`src/inc/acd_pkg.sv`:
```
package acd_pkg;
  localparam int unsigned AW = 16;
  localparam int unsigned DW = 32;
  localparam int unsigned RW = 16;
  // register indexes; byte address is four times the index
  localparam logic [11:0] IDX_IF2_CLK = 12'h204;
  localparam logic [11:0] IDX_GATES = 12'h208;
  localparam logic [11:0] IDX_AUX_DIV = 12'h209;
  localparam logic [11:0] IDX_IF1_RATE = 12'h210;
  localparam logic [11:0] IDX_STATUS = 12'h2ff;
  localparam logic [RW-1:0] IF2_CLK_RST = 16'h0000;
  localparam logic [RW-1:0] GATES_RST = 16'h0000;
  localparam logic [RW-1:0] AUX_DIV_RST = 16'h0000;
  localparam logic [RW-1:0] IF1_RATE_RST = 16'h0083;
  localparam logic [3:0] SR_MAX = 4'ha;
  localparam logic [3:0] RATIO_MIN = 4'h1;
  localparam logic [3:0] RATIO_MAX = 4'h9;
  localparam int unsigned DIV_W = 17;
  localparam logic [4:0] TO_BASE_BIT = 5'h07;
  localparam logic [4:0] DB_CODE0_BIT = 5'h07;
  localparam logic [4:0] DB_BASE_BIT = 5'h09;
  localparam int unsigned NGATE = 5;

  typedef struct packed {
    logic [10:0] rsvd;
    logic [1:0] src;
    logic inv;
    logic halve;
    logic ena;
  } acd_if2_clk_s;

  typedef struct packed {
    logic [10:0] rsvd;
    logic to_ena;
    logic p1_ena;
    logic p2_ena;
    logic mix_ena;
    logic sys_src;
  } acd_gates_s;

  typedef struct packed {
    logic [4:0] rsvd_a;
    logic [2:0] to_div;
    logic rsvd_b;
    logic [2:0] db_div;
    logic rsvd_c;
    logic [2:0] op_div;
  } acd_aux_div_s;

  typedef struct packed {
    logic [7:0] rsvd;
    logic [3:0] sr;
    logic [3:0] ratio;
  } acd_rate_s;

  typedef struct packed {
    logic [1:0] src;
    logic inv;
    logic halve;
  } acd_if2_cfg_s;

  typedef enum logic [1:0] {
    CS_RUN = 2'b01,
    CS_PARK = 2'b10
  } acd_csw_e;

  function automatic logic [15:0] reg_addr(input logic [11:0] idx);
    reg_addr = {2'h0, idx, 2'h0};
  endfunction

  function automatic logic [10:0] ratio_value(input logic [3:0] code);
    logic [10:0] lut [0:15];
    lut = '{11'h000, 11'h080, 11'h0c0, 11'h100, 11'h180, 11'h200, 11'h300,
      11'h400, 11'h580, 11'h600, 11'h000, 11'h000, 11'h000, 11'h000, 11'h000,
      11'h000};
    ratio_value = lut[code];
  endfunction

  // half periods of the gpio clock, in system clock edges
  function automatic logic [4:0] op_edges(input logic [2:0] code);
    logic [4:0] lut [0:7];
    lut = '{5'h01, 5'h02, 5'h03, 5'h04, 5'h06, 5'h08, 5'h0c, 5'h10};
    op_edges = lut[code];
  endfunction
endpackage

```
`src/rtl/acd_clock_ctrl.sv`:
```
// Function
// - second port clock from four sources
// - invert bit inverts second port clock
// - halve bit divides second port clock
// - enable bit gates second port clock
// - timeout clock runs only when enabled
// - first port processing clock gate
// - second port processing clock gate
// - mixer processing clock gate
// - system clock from first or second
// - timeout clock divides reference 256 to 32768
// - debounce clock divides reference, 256 to 131072
// - gpio clock divides system clock
// - first port sample rate code, 48k reset
// - first port clock ratio code, 256 reset
`timescale 1ns/10ps
module acd_clock_ctrl (
  input wire logic ref_clk,
  input wire logic resetn,
  input wire logic psel,
  input wire logic penable,
  input wire logic pwrite,
  input wire logic [15:0] paddr,
  input wire logic [31:0] pwdata,
  output logic [31:0] prdata,
  output logic pready,
  output logic pslverr,
  input wire logic primary_master_clock,
  input wire logic secondary_master_clock,
  input wire logic first_locked_loop,
  input wire logic second_locked_loop,
  input wire logic first_port_clock,
  input wire logic ref_256k_clock,
  output logic second_port_clock,
  output logic system_clock,
  output logic first_port_proc_clock,
  output logic second_port_proc_clock,
  output logic mixer_proc_clock,
  output logic timeout_clock,
  output logic debounce_clock,
  output logic gpio_out_clock,
  output logic [3:0] first_port_sample_rate,
  output logic [3:0] first_port_clock_ratio,
  output logic [10:0] first_port_ratio_value,
  output logic first_port_rate_invalid
);
  localparam int unsigned NSYNC = 6;

  acd_pkg::acd_if2_clk_s if2_ff;
  acd_pkg::acd_gates_s gates_ff;
  acd_pkg::acd_aux_div_s aux_ff;
  acd_pkg::acd_rate_s rate_ff;
  logic pready_ff;
  logic pslverr_ff;
  logic [31:0] prdata_ff;

  // pin clocks pass two flops before use
  logic [NSYNC-1:0] sync_a_ff;
  logic [NSYNC-1:0] sync_b_ff;
  wire [NSYNC-1:0] pins = {ref_256k_clock, first_port_clock,
    second_locked_loop, first_locked_loop,
    secondary_master_clock, primary_master_clock};

  always_ff @(posedge ref_clk) begin
    if (!resetn) begin
      sync_a_ff <= '0;
      sync_b_ff <= '0;
    end else begin
      sync_a_ff <= pins;
      sync_b_ff <= sync_a_ff;
    end
  end

  wire [3:0] src_vec = sync_b_ff[3:0];
  wire p1_raw = sync_b_ff[4];
  wire ref_raw = sync_b_ff[5];

  // ---------------- apb slave ----------------
  wire acc = psel && penable;
  wire first_acc = acc && !pready_ff;
  wire done = acc && pready_ff;
  wire hit_if2 = paddr == acd_pkg::reg_addr(acd_pkg::IDX_IF2_CLK);
  wire hit_gat = paddr == acd_pkg::reg_addr(acd_pkg::IDX_GATES);
  wire hit_aux = paddr == acd_pkg::reg_addr(acd_pkg::IDX_AUX_DIV);
  wire hit_rat = paddr == acd_pkg::reg_addr(acd_pkg::IDX_IF1_RATE);
  wire hit_sts = paddr == acd_pkg::reg_addr(acd_pkg::IDX_STATUS);
  wire hit_any = hit_if2 || hit_gat || hit_aux || hit_rat || hit_sts;
  // status register is read only
  wire bad = !hit_any || (pwrite && hit_sts);
  wire wr_ok = done && pwrite && !pslverr_ff;
  wire [15:0] wd = pwdata[15:0];

  acd_pkg::acd_if2_clk_s nxt_if2;
  acd_pkg::acd_gates_s nxt_gates;
  acd_pkg::acd_aux_div_s nxt_aux;
  acd_pkg::acd_rate_s nxt_rate;
  assign nxt_if2 = {11'h000, wd[4:0]};
  assign nxt_gates = {11'h000, wd[4:0]};
  assign nxt_aux = {5'h00, wd[10:8], 1'b0, wd[6:4], 1'b0, wd[2:0]};
  assign nxt_rate = {8'h00, wd[7:0]};

  logic [15:0] status_w;
  wire [15:0] rd_mux = hit_if2 ? if2_ff :
                      hit_gat ? gates_ff :
                      hit_aux ? aux_ff :
                      hit_rat ? rate_ff :
                      hit_sts ? status_w : 16'h0000;

  always_ff @(posedge ref_clk) begin
    if (!resetn) begin
      pready_ff <= 1'b0;
      pslverr_ff <= 1'b0;
      prdata_ff <= '0;
    end else begin
      pready_ff <= first_acc;
      pslverr_ff <= first_acc && bad;
      if (first_acc) begin
        prdata_ff <= (pwrite || bad) ? 32'h0000_0000 : {16'h0000, rd_mux};
      end
    end
  end

  always_ff @(posedge ref_clk) begin
    if (!resetn) begin
      if2_ff <= acd_pkg::IF2_CLK_RST;
      gates_ff <= acd_pkg::GATES_RST;
      aux_ff <= acd_pkg::AUX_DIV_RST;
      rate_ff <= acd_pkg::IF1_RATE_RST;
    end else if (wr_ok) begin
      if (hit_if2) if2_ff <= nxt_if2;
      if (hit_gat) gates_ff <= nxt_gates;
      if (hit_aux) aux_ff <= nxt_aux;
      if (hit_rat) rate_ff <= nxt_rate;
    end
  end

  assign prdata = prdata_ff;
  assign pready = pready_ff;
  assign pslverr = pslverr_ff;

  // ---------------- second port clock ----------------
  acd_pkg::acd_csw_e csw_ff;
  acd_pkg::acd_if2_cfg_s act_ff;
  logic half_ff;
  logic mux_prev_ff;
  wire acd_pkg::acd_if2_cfg_s req = {if2_ff.src, if2_ff.inv, if2_ff.halve};
  wire run = csw_ff == acd_pkg::CS_RUN;
  wire muxed = src_vec[act_ff.src] ^ act_ff.inv;
  wire req_lvl = src_vec[req.src] ^ req.inv;
  wire cond_lvl = act_ff.halve ? half_ff : muxed;
  wire if2_raw = run && cond_lvl;

  // a setup change parks the clock low, then resumes on a low level
  always_ff @(posedge ref_clk) begin
    if (!resetn) begin
      csw_ff <= acd_pkg::CS_RUN;
      act_ff <= '0;
      half_ff <= 1'b0;
      mux_prev_ff <= 1'b0;
    end else begin
      mux_prev_ff <= muxed;
      unique case (csw_ff)
        acd_pkg::CS_RUN: begin
          if (req != act_ff && !cond_lvl) begin
            csw_ff <= acd_pkg::CS_PARK;
          end else if (muxed && !mux_prev_ff) begin
            half_ff <= !half_ff;
          end
        end
        acd_pkg::CS_PARK: begin
          if (!req_lvl) begin
            act_ff <= req;
            half_ff <= 1'b0;
            mux_prev_ff <= 1'b0;
            csw_ff <= acd_pkg::CS_RUN;
          end
        end
      endcase
    end
  end

  // ---------------- system clock select ----------------
  logic sys_act_ff;
  logic [acd_pkg::NGATE-1:0] gate_ff;
  logic [acd_pkg::NGATE-1:0] clk_ff;
  wire p2_lvl = clk_ff[0];
  wire sys_raw = sys_act_ff ? p2_lvl : p1_raw;

  always_ff @(posedge ref_clk) begin
    if (!resetn) begin
      sys_act_ff <= 1'b0;
    end else if (!p1_raw && !p2_lvl) begin
      sys_act_ff <= gates_ff.sys_src;
    end
  end

  // ---------------- reference dividers ----------------
  logic ref_prev_ff;
  logic [acd_pkg::DIV_W-1:0] div_cnt_ff;
  wire ref_rise = ref_raw && !ref_prev_ff;
  wire [4:0] to_bit = acd_pkg::TO_BASE_BIT + 5'(aux_ff.to_div);
  wire [4:0] db_bit = (aux_ff.db_div == 3'h0) ? acd_pkg::DB_CODE0_BIT :
                      acd_pkg::DB_BASE_BIT + 5'(aux_ff.db_div);
  wire to_raw = div_cnt_ff[to_bit];
  wire db_raw = div_cnt_ff[db_bit];
  logic db_ff;

  always_ff @(posedge ref_clk) begin
    if (!resetn) begin
      ref_prev_ff <= 1'b0;
      div_cnt_ff <= '0;
      db_ff <= 1'b0;
    end else begin
      ref_prev_ff <= ref_raw;
      db_ff <= db_raw;
      if (ref_rise) begin
        div_cnt_ff <= div_cnt_ff + 1'b1;
      end
    end
  end

  // ---------------- gpio output clock ----------------
  logic sys_prev_ff;
  logic [4:0] op_cnt_ff;
  logic [4:0] op_n_ff;
  logic op_ff;
  wire sys_edge = sys_raw != sys_prev_ff;
  wire op_wrap = op_cnt_ff == op_n_ff - 5'h01;

  // divisor is taken at a toggle so a period is never cut short
  always_ff @(posedge ref_clk) begin
    if (!resetn) begin
      sys_prev_ff <= 1'b0;
      op_cnt_ff <= '0;
      op_n_ff <= acd_pkg::op_edges(3'h0);
      op_ff <= 1'b0;
    end else begin
      sys_prev_ff <= sys_raw;
      if (sys_edge) begin
        if (op_wrap) begin
          op_cnt_ff <= '0;
          op_ff <= !op_ff;
          op_n_ff <= acd_pkg::op_edges(aux_ff.op_div);
        end else begin
          op_cnt_ff <= op_cnt_ff + 5'h01;
        end
      end
    end
  end

  // ---------------- clock gates ----------------
  wire [acd_pkg::NGATE-1:0] gate_raw = {to_raw, sys_raw, p2_lvl, p1_raw, if2_raw};
  wire [acd_pkg::NGATE-1:0] gate_en = {gates_ff.to_ena, gates_ff.mix_ena,
    gates_ff.p2_ena, gates_ff.p1_ena, if2_ff.ena};

  // enables move only while the source is low
  genvar gi;
  generate
    for (gi = 0; gi < acd_pkg::NGATE; gi++) begin : g_gate
      always_ff @(posedge ref_clk) begin
        if (!resetn) begin
          gate_ff[gi] <= 1'b0;
          clk_ff[gi] <= 1'b0;
        end else begin
          gate_ff[gi] <= gate_raw[gi] ? gate_ff[gi] : gate_en[gi];
          clk_ff[gi] <= gate_raw[gi] && gate_ff[gi];
        end
      end
    end
  endgenerate

  // ---------------- rate settings ----------------
  logic sys_ff;
  logic [10:0] ratio_ff;
  logic invalid_ff;
  wire sr_bad = rate_ff.sr > acd_pkg::SR_MAX;
  wire ratio_bad = rate_ff.ratio < acd_pkg::RATIO_MIN || rate_ff.ratio > acd_pkg::RATIO_MAX;

  always_ff @(posedge ref_clk) begin
    if (!resetn) begin
      sys_ff <= 1'b0;
      ratio_ff <= '0;
      invalid_ff <= 1'b0;
    end else begin
      sys_ff <= sys_raw;
      ratio_ff <= acd_pkg::ratio_value(rate_ff.ratio);
      invalid_ff <= sr_bad || ratio_bad;
    end
  end

  assign status_w = {10'h000, invalid_ff, ratio_bad, sr_bad, clk_ff[0], run, sys_act_ff};

  assign second_port_clock = clk_ff[0];
  assign first_port_proc_clock = clk_ff[1];
  assign second_port_proc_clock = clk_ff[2];
  assign mixer_proc_clock = clk_ff[3];
  assign timeout_clock = clk_ff[4];
  assign system_clock = sys_ff;
  assign debounce_clock = db_ff;
  assign gpio_out_clock = op_ff;
  assign first_port_sample_rate = rate_ff.sr;
  assign first_port_clock_ratio = rate_ff.ratio;
  assign first_port_ratio_value = ratio_ff;
  assign first_port_rate_invalid = invalid_ff;

  // ---------------- checks ----------------
  a_src_route: assert property (@(posedge ref_clk) disable iff (!resetn)
    $changed(act_ff.src) |-> act_ff.src == $past(req.src) && $past(csw_ff) == acd_pkg::CS_PARK)
    else $error("second port source changed outside park");
  a_inv_level: assert property (@(posedge ref_clk) disable iff (!resetn)
    run && act_ff == req && !act_ff.halve && gate_ff[0] |=> second_port_clock == $past(req_lvl))
    else $error("invert not applied");
  a_halve_step: assert property (@(posedge ref_clk) disable iff (!resetn)
    run && act_ff.halve && muxed && !mux_prev_ff && !(req != act_ff && !cond_lvl)
    |=> half_ff != $past(half_ff))
    else $error("halved clock missed a toggle");
  a_if2_gate: assert property (@(posedge ref_clk) disable iff (!resetn)
    !if2_ff.ena && !gate_ff[0] |=> !second_port_clock)
    else $error("second port clock runs while disabled");
  a_to_gate: assert property (@(posedge ref_clk) disable iff (!resetn)
    !gates_ff.to_ena && !gate_ff[4] |=> !timeout_clock)
    else $error("timeout clock runs while disabled");
  a_p1_gate: assert property (@(posedge ref_clk) disable iff (!resetn)
    gate_ff[1] && p1_raw |=> first_port_proc_clock)
    else $error("first port processing clock not passed");
  a_p2_gate: assert property (@(posedge ref_clk) disable iff (!resetn)
    !gates_ff.p2_ena && !gate_ff[2] |=> !second_port_proc_clock)
    else $error("second port processing clock runs while disabled");
  a_mix_gate: assert property (@(posedge ref_clk) disable iff (!resetn)
    !gates_ff.mix_ena && !gate_ff[3] |=> !mixer_proc_clock)
    else $error("mixer clock runs while disabled");
  a_sys_swap: assert property (@(posedge ref_clk) disable iff (!resetn)
    $changed(sys_act_ff) |-> !$past(p1_raw) && !$past(p2_lvl) && sys_act_ff == $past(gates_ff.sys_src))
    else $error("system clock switched on a high level");
  a_op_period: assert property (@(posedge ref_clk) disable iff (!resetn)
    $changed(op_ff) |-> $past(op_cnt_ff) == $past(op_n_ff) - 5'h01 && $past(sys_edge))
    else $error("gpio clock toggled off count");
  a_rate_reset: assert property (@(posedge ref_clk)
    !resetn |=> rate_ff == acd_pkg::IF1_RATE_RST)
    else $error("rate register reset value wrong");
  a_gate_low: assert property (@(posedge ref_clk) disable iff (!resetn)
    $changed(gate_ff) |-> ($past(gate_raw) & (gate_ff ^ $past(gate_ff))) == '0)
    else $error("gate moved while source high");
endmodule

```
`config.mk`:
```
export PLATFORM = sky130hd
export DESIGN_NAME = acd_clock_ctrl
export DESIGN_NICKNAME = d
export VERILOG_FILES = /design/src/inc/acd_pkg.sv /design/src/rtl/acd_clock_ctrl.sv
export SDC_FILE = /design/constraint.sdc
export NUM_CORES = 1
export LEC_CHECK = 0
export ABC_AREA = 1
export BUFFER_PORTS_ARGS = -buffer_cell sky130_fd_sc_hd__buf_2
export CAP_MARGIN = 20
export CORE_UTILIZATION = 45
export CTS_BUF_LIST = sky130_fd_sc_hd__clkbuf_16
export DETAILED_ROUTE_END_ITERATION = 6
export PLACE_DENSITY_LB_ADDON = 0.3
export RECOVER_POWER = 100
export SYNTH_ARGS = -nofsm -noshare
export SYNTH_HDL_FRONTEND = slang
export SYNTH_SLANG_ARGS = --single-unit
```
`constraint.sdc`:
```
create_clock -name ref_clk -period 2.2 [get_ports ref_clk]
set_input_delay 0.44 -clock ref_clk [delete_from_list [all_inputs] [get_ports ref_clk]]
set_output_delay 0.44 -clock ref_clk [all_outputs]
set_load 0.05 [all_outputs]
```
==> summary.txt, run 1 <==
Outcome
  • Outcome: finished clean

Timing
  • Fmax: 0.5035 GHz
  • Slew margin rel.: between 30% and 40%
  • Tmin final: 1.986 ns
  • Setup ws final: between 0.2 and 0.25 ns
  • Post-Route Hold Slack: between 0.2 and 0.3 ns
  • Fin. Hold Viols: 0
  • Finish-stage setup viols: 0
  • Setup_tns: 0 ns
  • Max Slew Vio Count: 0
  • Post-route clock period utilization: 90.27%
  • RSZ-0062 raised after global routing: no
  • Worst Tran Pin Value: 0.9649 ns
  • Setup Skew: between 0.009 and 0.01 ns

Routing
  • Total number of vias: ~4,900
  • Detailed Route Iter0 Violations: approximately 340
  • Drt wl/cell: 11.79 um
  • Via density per instance: 4.813
  • Antenna Nets Post-Route: 0
  • Detailed Routing Iterations Pass 1: 5
  • Drt total wl: 11.90 mm
  • Remaining DRCs: 0

Yosys
  • Post-synth top area share: 38.82%
  • Ys flop type: dfxtp_1
  • Largest cells by area after synthesis: dfxtp_1 (39%), nand2_1 (8.8%), inv_1 (6.9%)
  • Synth cell types: 46
  • Post-Syn Area: 5569 um^2
  • Syn avg cell area: between 7 and 8 um^2
  • Synthesized flop and latch total: 108
  • Seq/Total Area, Yosys: between 30% and 40%
  • Number of synthesized flops with an enable pin: 0
  • Post-Syn Instances: 764
  • Async SR Flop Fraction: 0%
  • Synth warnings: 0
  • Cell accounting for the most synthesized area: dfxtp_1

Global routing
  • Total grt overflow: 0
  • Global Route Usage Sum: 19.23%
  • Number of global-route vias before repair: 4,178
  • Met2 GRT Util: about a third
  • GR peak layer: met2
  • GRT met1 Usage: 25.33%
  • First-pass GRT wire length: 19.63 mm
  • Initial antenna violation count: 0
  • Met3 Track Usage GR: 3.428%
  • Largest net degree at the start of global routing: 40

Setup path
  • Required time of the critical path: approximately 2.4 ns
  • Critical R2R Launch: sync_b_ff[5]
  • Worst reg2reg setup slack: 0.23 ns
  • Crit-path max FO: 10
  • CP Capture Type: register
  • Worst R2R End: div_cnt_ff[14]
  • FF-to-FF path depth: 10
  • Crit path DAT: 2.22 ns
  • WS Path Type: input pin to register
  • CP Launch Type: input pin

Final layout
  • FILL cells: 1,237
  • Synthesis-to-layout area growth: 9.953%
  • # diodes: 0
  • Ratio of cells with drive above 1 in the final layout: 11.06%
  • Finished Layout Cells: 1,009
  • Final #Nets: 908

Floorplanning
  • Core area: 12,060 um^2
  • Initial Util: 46.17%
  • Die span in x: between 100 and 150 um
  • Num ports: 121
  • Die ar.: ~13,000 um^2
  • FP Rows: 40
  • DIE HEIGHT: 113.2 um

Clock tree
  • CTS Hold Bufs: 0
  • CTS max path bufs: 2
  • # resized after CTS: 0
  • TritonCTS Sinks: 108
  • Post-CTS setup buffer count: 0
  • Number of H-tree levels: 3
  • CTS tree: built
  • Worst-path clk slew: 0.07 ns
  • CTS Root Cell: clkbuf_16
  • Worst-Skew Late Latency: 0.35 ns
  • CTS Buf Count: 9

Min path
  • Startpoint of the worst hold path: primary_master_clock
  • Hold Crit Class: input pin to register
  • Hold Path Sink: sync_a_ff[0]
  • Hold depth: 3

Pwr
  • Pwr Density: 685.7 nW/um^2
  • Internal Power: 2.991 mW
  • Proportion of power drawn by combinational gates: roughly 15%
  • Clock share of power: about a third
  • Max IR drop VDD: approximately 0.46 mV
  • Net Sw Power: 1.207 mW
  • Sw frac: 28.76%
  • Leak pwr: 2.678 nW
  • Sequential share of power: 49.8%

Place
  • Buffers on Ports: between 70 and 80
  • Post-place setup slack: 0.2475 ns
  • Cells after DPL: about 990
  • HPWL Detailed: 9.006 mm
  • Final GP Congestion: 0.8706

Run
  • Max_cap viols: 0
-- how the worst max path moves through the flow --
stage	cells past startpoint	slack (ns)	from	endpoint
global route	9	0.01	paddr[15]	gate_en[2]
floorplan	10	0.46	aux_ff[4]	debounce_clock
detailed placement	10	0.25	aux_ff[4]	debounce_clock
global placement	10	0.27	aux_ff[4]	debounce_clock
finish	9	0.21	paddr[15]	gate_en[3]
CTS	10	0.22	aux_ff[4]	debounce_clock
-- synthesized netlist by cell type (6+ instances only) --
library cell	n
buf_4	28
xor2_1	7
a211oi_1	7
a21oi_1	66
nor3_1	10
inv_1	103
nor2_1	72
nor2_4	7
inv_2	9
nand3_1	50
nand2_2	8
o211ai_1	6
o21ai_0	48
ha_1	13
xnor2_1	9
dfxtp_1	108
clkbuf_1	13
nor2_2	6
nand4_1	21
nand2_1	130
-- sequential cells by signal, summed over array words and instances, names as in the netlist, 2 cells and up --
| signal | count |
|---|---|
| div_cnt_ff | 17 |
| prdata | 11 |
| aux_ff | 9 |
| sync_a_ff | 6 |
| sync_b_ff | 6 |
| first_port_ratio_value | 5 |
| gate_en | 5 |
| gate_ff | 5 |
| op_cnt_ff | 5 |
| op_n_ff | 5 |
| act_ff | 4 |
| first_port_clock_ratio | 4 |
| first_port_sample_rate | 4 |
| if2_ff | 4 |
| csw_ff | 2 |
-- critical path: stages --
cell	delay [ns]
buf_2	0.09
nor2_1	0.11
nand2_2	0.09
nor2_1	0.47
nand3_1	0.38
inv_1	0.16
nand2_1	0.20
o21ai_0	0.21
a21oi_1	0.06
-- cell families after synthesis --
logic type	synth area share [%]
DFF	38.82
adders and majority gates	2.921
and+or+nand+nor	28.02
AOI/OAI and AO/OA	14.69
xor gates and xnor gates	2.516
other	0.06734
buffers and inverters	12.96
-- layout by cell type (no fill, tap or decap), types with 7 or more instances in the layout --
cell type,count
ha_1,13
a211oi_1,11
conb_1,27
inv_1,105
clkbuf_1,36
a21oi_1,66
nand3_1,51
xor2_1,7
nand4_1,21
o21ai_0,50
dfxtp_1,108
clkbuf_16,9
nand2_1,134
buf_2,37
xnor2_1,9
nor3_1,10
nor2_1,77
-- per-stage QoR --
stage | total power, mW | util, % | instance area [um^2]
2_1_floorplan | 2.695 | - | 5667
3_5_place_dp | 2.790 | 49.90 | 6018
4_1_cts | 4.261 | 52.12 | 6286
6_report | 4.199 | 50.77 | 6123
3_3_place_gp | 2.780 | 49.90 | 6018
5_1_grt | 4.401 | 50.77 | 6123
-- power by group through the flow --
stage                     logic [mW]  registers [mW]  clock network, mW
after floorplan                0.542            2.15                  0
after global placement         0.644            2.14                  0
after detailed placement       0.651            2.14                  0
after CTS                      0.654            2.09               1.51
after global routing           0.714            2.10               1.58
final                          0.637            2.09               1.47
-- final cells by class --
| type | instances | area [um^2] | share of cell area [%] |
|---|---|---|---|
| multi-input combinational | 523 | 2683 | 43.81 |
| sequential | 108 | 2162 | 35.31 |
| inverter | 114 | 430.4 | 7.029 |
| timing repair buffer | 80 | 370.4 | 6.048 |
| clock buffer | 9 | 225.2 | 3.678 |
| tap | 168 | 210.2 | 3.433 |
| clock inverter | 7 | 42.54 | 0.6947 |
-- routing by layer --
metal / part of all wire, % / wire, um
met5: 0 / 0
met4: 1.4 / 168
met3: 4.4 / 527
met2: 46 / 5527
met1: 48 / 5675
Note: power is estimated with default switching activity, not from simulation.
==> run 2, diff against run 1 <==
--- a/config.mk
+++ b/config.mk
@@ -8,7 +8,7 @@
 export ABC_AREA = 1
 export BUFFER_PORTS_ARGS = -buffer_cell sky130_fd_sc_hd__buf_2
 export CAP_MARGIN = 20
-export CORE_UTILIZATION = 45
+export CORE_UTILIZATION = 29
 export CTS_BUF_LIST = sky130_fd_sc_hd__clkbuf_16
 export DETAILED_ROUTE_END_ITERATION = 6
 export PLACE_DENSITY_LB_ADDON = 0.3
==> summary.txt, run 2 (same netlist as run 1, synthesis figures left out) <==
Routing
  • Drt total wl: 13.22 mm (+11%)
  • Total number of vias: 4,797 (-1.2%)
  • Via density per instance: 4.458 (-7.4%)
  • Detailed Routing Iterations Pass 1: 4 (-1)
  • Antenna Nets Post-Route: 0 (unchanged)
  • Max layer used: met4
  • Remaining DRCs: 0 (unchanged)
  • WL met3: 528 um (+0.19%)
  • Met2 routed WL: 5.995 mm (+8.5%)
  • Detailed Route Iter0 Violations: 271 (-20%)
  • Met1 Wirelength: 6.545 mm (+15%)
  • Drt wl/cell: 12.29 um (+4.2%)

Min path
  • Hold Crit Class: input pin to register
  • Hold depth: 3 (unchanged)

Timing
  • Post-route clock period utilization: 87.23% (-3.0 points)
  • Slew margin rel.: 14.90% (-21 points)
  • Setup ws final: 0.2809 ns (+0.06692 ns)
  • Setup Skew: 0.007186 ns (-0.002467 ns)
  • Fin. Hold Viols: 0 (unchanged)
  • Worst Tran Pin Value: 1.276 ns (+0.3115 ns)
  • Post-Route Hold Slack: 0.2613 ns (-0.009325 ns)
  • Setup_tns: 0 ns (unchanged)
  • Max Slew Vio Count: 0 (unchanged)
  • Tmin final: 1.919 ns (-0.06692 ns)
  • RSZ-0062 raised after global routing: no
  • Fmax: 0.5211 GHz (+3.5%)
  • Finish-stage setup viols: 0 (unchanged)

Pwr
  • Tot Pwr: 4.368 mW (+4.0%)
  • Pwr Density: 692.4 nW/um^2 (+0.99%)
  • Leak pwr: 2.743 nW (+2.4%)
  • Max IR drop VDD: 0.4307 mV (-6.8%)

Run
  • Max_cap viols: 0 (unchanged)

Setup path
  • Crit-path max FO: 6 (-4)
  • Required time of the critical path: 2.49 ns (+0.05 ns)
  • WS Path Type: register to register
  • CP Launch Type: register
  • Crit path DAT: 2.21 ns (about the same)
  • FF-to-FF path depth: 10 (unchanged)
  • CP Capture Type: register

Clock tree
  • Worst-Skew Late Latency: 0.36 ns (about the same)
  • CTS Hold Bufs: 0 (unchanged)
  • Number of H-tree levels: 3 (unchanged)
  • CTS tree: built
  • CTS Root Cell: clkbuf_16
  • TritonCTS Sinks: 108 (unchanged)
  • CTS max path bufs: 2 (unchanged)
  • CTS Buf Count: 9 (unchanged)
  • Worst-path clk slew: 0.07 ns (about the same)

Place
  • Buffers on Ports: 72 (unchanged)
  • Post-place setup slack: 0.2365 ns (-0.01104 ns)
  • Final GP Congestion: 0.8201 (-5.8%)
  • HPWL Detailed: 10.06 mm (+12%)

Global routing
  • Initial antenna violation count: 0 (unchanged)
  • Largest net degree at the start of global routing: 46 (+15%)
  • Total grt overflow: 0 (unchanged)
  • Number of global-route vias before repair: 4,413 (+5.6%)
  • Global Route Usage Sum: 13.93% (-5.3 points)
  • First-pass GRT wire length: 21.73 mm (+11%)

Final layout
  • Synthesis-to-layout area growth: 13.28%
  • Most common cell after layout, fill and taps aside: nand2_1
  • Ratio of cells with drive above 1 in the final layout: 12.23% (+1.2 points)
  • Commonest non-fill, non-tap cells in the layout: nand2_1 (131), dfxtp_1 (107), inv_1 (104), nor2_1 (73), a21oi_1 (66)
  • FILL cells: 2,080 (+68%)
  • Final #Nets: 909 (+0.11%)
  • Largest register FFs: 17 (unchanged)
  • # diodes: 0 (unchanged)
  • Final core utilization: 33.61% (-17 points)
  • Largest Register: div_cnt_ff

Floorplanning
  • Die ar.: 19,760 um^2 (+54%)
  • Num ports: 121 (unchanged)
  • Initial Util: 29.67% (-16 points)
  • FP Rows: 50 (+25%)
  • Die span in x: 140.6 um (+24%)
  • DIE HEIGHT: 140.6 um (+24%)
  • Core area: 18,770 um^2 (+56%)

Outcome
  • Outcome: finished clean
[run 2: power by group]
| part | leakage [nW] | internal, mW | switching, mW |
|---|---|---|---|
| registers | 0.876 | 2.04 | 0.0575 |
| logic | 1.72 | 0.199 | 0.455 |
| clock network | 0.147 | 0.879 | 0.744 |
[run 2: area by class of cell]
type	instances	area [um^2]	share of cell area (%)
repair buffers	81	391.6	6.208
flip-flops and latches	108	2163	34.29
well taps	234	292.8	4.641
clock inverters	7	68.82	1.091
multi-input cells	523	2736	43.38
clock buffers	9	225.2	3.570
inverters	114	430.4	6.823
[run 2: critical path: stages (launching register included)]
cell and delay (ns):
dfxtp_2 0.39, inv_1 0.14, ha_1 0.36, or2_2 0.30, inv_1 0.07, o21ai_0 0.07
o21bai_1 0.14, nor2_1 0.05, a21oi_1 0.13, nand2_1 0.07, a21oi_1 0.12
[run 2: layer usage]
metal	vias to the layer above	GRT usage (%)
met2	82	22.47
met1	2131	18.60
met4	0	3.947
met5	-	0
li1	2573	-
met3	11	3.159
[run 2: timing repair]
| action | 4_1_cts | 5_1_grt |
|---|---|---|
| setup endpoints to repair | 0 | 6 |
| endpoints found under the hold margin | 0 | 0 |
| buffers inserted | 0 | 0 |
| resized for setup | 0 | 2 |
[run 2: final timing paths]
path	start	end	slack, ns
min reg2reg	sync_a_ff[2]	sync_b_ff[2]	0.41
max reg2reg	aux_ff[4]	debounce_clock	0.28
min	primary_master_clock	sync_a_ff[0]	0.26
max	aux_ff[4]	debounce_clock	0.28
[run 2: per-stage QoR]
step / cells / area [um^2]
2_1_floorplan: 790 / 5667
3_3_place_gp: 1060 / 6121
3_5_place_dp: 1060 / 6121
4_1_cts: 1076 / 6415
5_1_grt: 1076 / 6309
6_report: 1076 / 6309
==> run 3, diff against run 2 <==
--- a/config.mk
+++ b/config.mk
@@ -8,6 +8,7 @@
 export ABC_AREA = 1
 export BUFFER_PORTS_ARGS = -buffer_cell sky130_fd_sc_hd__buf_2
 export CAP_MARGIN = 20
+export CORE_MARGIN = 1.5
 export CORE_UTILIZATION = 29
 export CTS_BUF_LIST = sky130_fd_sc_hd__clkbuf_16
 export DETAILED_ROUTE_END_ITERATION = 6
==> summary.txt, run 3 (same netlist as run 1, synthesis figures left out) <==
Setup path
  • Critical R2R Launch: aux_ff[4]
  • Worst path cell trace: inv_1 -> ha_1 -> or2_2 -> inv_1 -> o21ai_0 -> o21bai_1 -> nor2_1 -> a21oi_1 -> nand2_1 -> a21oi_1
  • Slowest CP cell: dfxtp_1
  • WS Path Type: register to register
  • Slowest stage delay, CP: 0.44 ns (+0.05 ns)
  • Crit-path max FO: 6 (unchanged)
  • Crit path DAT: 2.23 ns (+0.02 ns)
  • CP Capture Type: register
  • Setup crit start: aux_ff[4]
  • Required time of the critical path: 2.47 ns (-0.02 ns)
  • CP Launch Type: register

Floorplanning
  • Initial Util: 29.67% (unchanged)
  • DIE HEIGHT: 141.6 um (+0.71%)
  • Die ar.: 20,040 um^2 (+1.4%)
  • Core area: 18,770 um^2 (unchanged)
  • FP Rows: 50 (unchanged)
  • Num ports: 121 (unchanged)
  • Die span in x: 141.6 um (+0.71%)

Final layout
  • Largest Register: div_cnt_ff
  • Final #Nets: 909 (unchanged)
  • Ratio of cells with drive above 1 in the final layout: 12.00% (-0.24 points)
  • Final core utilization: 33.73% (+0.12 points)
  • FILL cells: 2,058 (-1.1%)
  • Most common cell after layout, fill and taps aside: nand2_1
  • Largest register FFs: 17 (unchanged)
  • Synthesis-to-layout area growth: 13.68%
  • Commonest non-fill, non-tap cells in the layout: nand2_1 (132), dfxtp_1 (108), inv_1 (106), nor2_1 (73), a21oi_1 (66)

Timing
  • Slew margin rel.: 23.52% (+8.6 points)
  • Fmax: 0.5091 GHz (-2.3%)
  • Tmin final: 1.964 ns (+0.04533 ns)
  • Max Slew Vio Count: 0 (unchanged)
  • Setup_tns: 0 ns (unchanged)
  • Worst Tran Pin Value: 1.147 ns (-0.1293 ns)
  • Post-route clock period utilization: 89.29% (+2.1 points)
  • Setup ws final: 0.2356 ns (-0.04533 ns)
  • Fin. Hold Viols: 0 (unchanged)
  • Finish-stage setup viols: 0 (unchanged)
  • RSZ-0062 raised after global routing: no
  • Setup Skew: 0.009642 ns (+0.002455 ns)

Routing
  • Via density per instance: 4.513 (+1.2%)
  • Detailed Route Iter0 Violations: 221 (-18%)
  • Drt wl/cell: 12.32 um (+0.27%)
  • Total number of vias: 4,860 (+1.3%)
  • Remaining DRCs: 0 (unchanged)
  • Antenna Nets Post-Route: 0 (unchanged)
  • Detailed Routing Iterations Pass 1: 5 (+1)
  • Drt total wl: 13.27 mm (+0.36%)

Clock tree
  • CTS max path bufs: 2 (unchanged)
  • TritonCTS Sinks: 108 (unchanged)
  • Number of H-tree levels: 3 (unchanged)
  • CTS Root Cell: clkbuf_16
  • Post-CTS setup buffer count: 0 (unchanged)
  • CTS Buf Count: 9 (unchanged)
  • Worst-path clk slew: 0.07 ns (about the same)
  • Worst-Skew Late Latency: 0.36 ns (about the same)
  • CTS tree: built
  • CTS Hold Bufs: 0 (unchanged)
  • # resized after CTS: 0 (unchanged)

Pwr
  • Max IR drop VDD: 0.4277 mV (-0.70%)
  • Pwr Density: 712.6 nW/um^2 (+2.9%)
  • Leak pwr: 2.748 nW (+0.18%)

Global routing
  • Global Route Usage Sum: 13.57% (-0.36 points)
  • Number of global-route vias before repair: 4,351 (-1.4%)
  • Total grt overflow: 0 (unchanged)
  • First-pass GRT wire length: 21.78 mm (+0.22%)
  • Initial antenna violation count: 1 (+1)
  • Largest net degree at the start of global routing: 46 (unchanged)

Run
  • Max_cap viols: 0 (unchanged)

Min path
  • Startpoint of the worst hold path: ref_256k_clock
  • Hold Crit Class: input pin to register

Outcome
  • Outcome: finished clean

Place
  • Buffers on Ports: 72 (unchanged)
  • HPWL Detailed: 10.05 mm (about the same)
  • Final GP Congestion: 0.8013 (-2.3%)
  • Post-place setup slack: 0.2576 ns (+0.02113 ns)
run 3: changes by cell type in the layout (fill, tap and decap cells not counted), moves of 2 or more:
cell,before,now
inv_1,104,106
o21ai_1,2,0
clkinv_2,2,0
clkinv_4,2,0
o21ai_0,51,53
inv_2,9,6
run 3: report_power, final:
part	switching (mW)	internal [mW]
clock network	0.766	1.01
registers	0.0555	2.03
logic	0.455	0.194
run 3: per-stage QoR:
step / total power [mW] / hold WS [ns] / instance area [um^2] / std cells
finish: 4.511 / 0.2614 / 6331 / 1077
global route: 4.744 / 0.2617 / 6331 / 1077
CTS: 4.593 / 0.2495 / 6445 / 1076
global placement: 2.797 / 0.3931 / 6121 / 1060
detailed placement: 2.799 / 0.4004 / 6121 / 1060
floorplan: 2.695 / 0.3905 / 5667 / 790
run 3: area by class of cell:
class	count	area, um^2	area share, %
multi-input cells	523	2745	43.36
clock inverters	7	98.84	1.561
flip-flops and latches	108	2162	34.15
well taps	234	292.8	4.625
inverters	114	430.4	6.798
clock buffers	9	225.2	3.557
diodes	1	2.502	0.03953
repair buffers	81	374.1	5.909
run 3: worst max-delay path, delay by kind of cell (launching register included):
kind            cells  cell delay [ns]
compound gates      4             0.43
fa+ha+maj           1             0.36
buf+inv             2             0.23
flops               1             0.44
simple gates        3             0.41
run 3: final timing paths:
check | end | slack (ns) | cells past startpoint
worst max-delay path | debounce_clock | 0.24 | 10
worst min-delay path | sync_a_ff[5] | 0.26 | 3
worst max register to register | debounce_clock | 0.24 | 10
worst min register to register | sync_b_ff[3] | 0.41 | 2
run 3: per-layer routing:
metal | GRT usage [%] | part of all wire [%]
met5 | 0 | 0
met3 | 3.071 | 3.9
met4 | 4.286 | 1.3
met1 | 18.72 | 50
met2 | 20.98 | 45
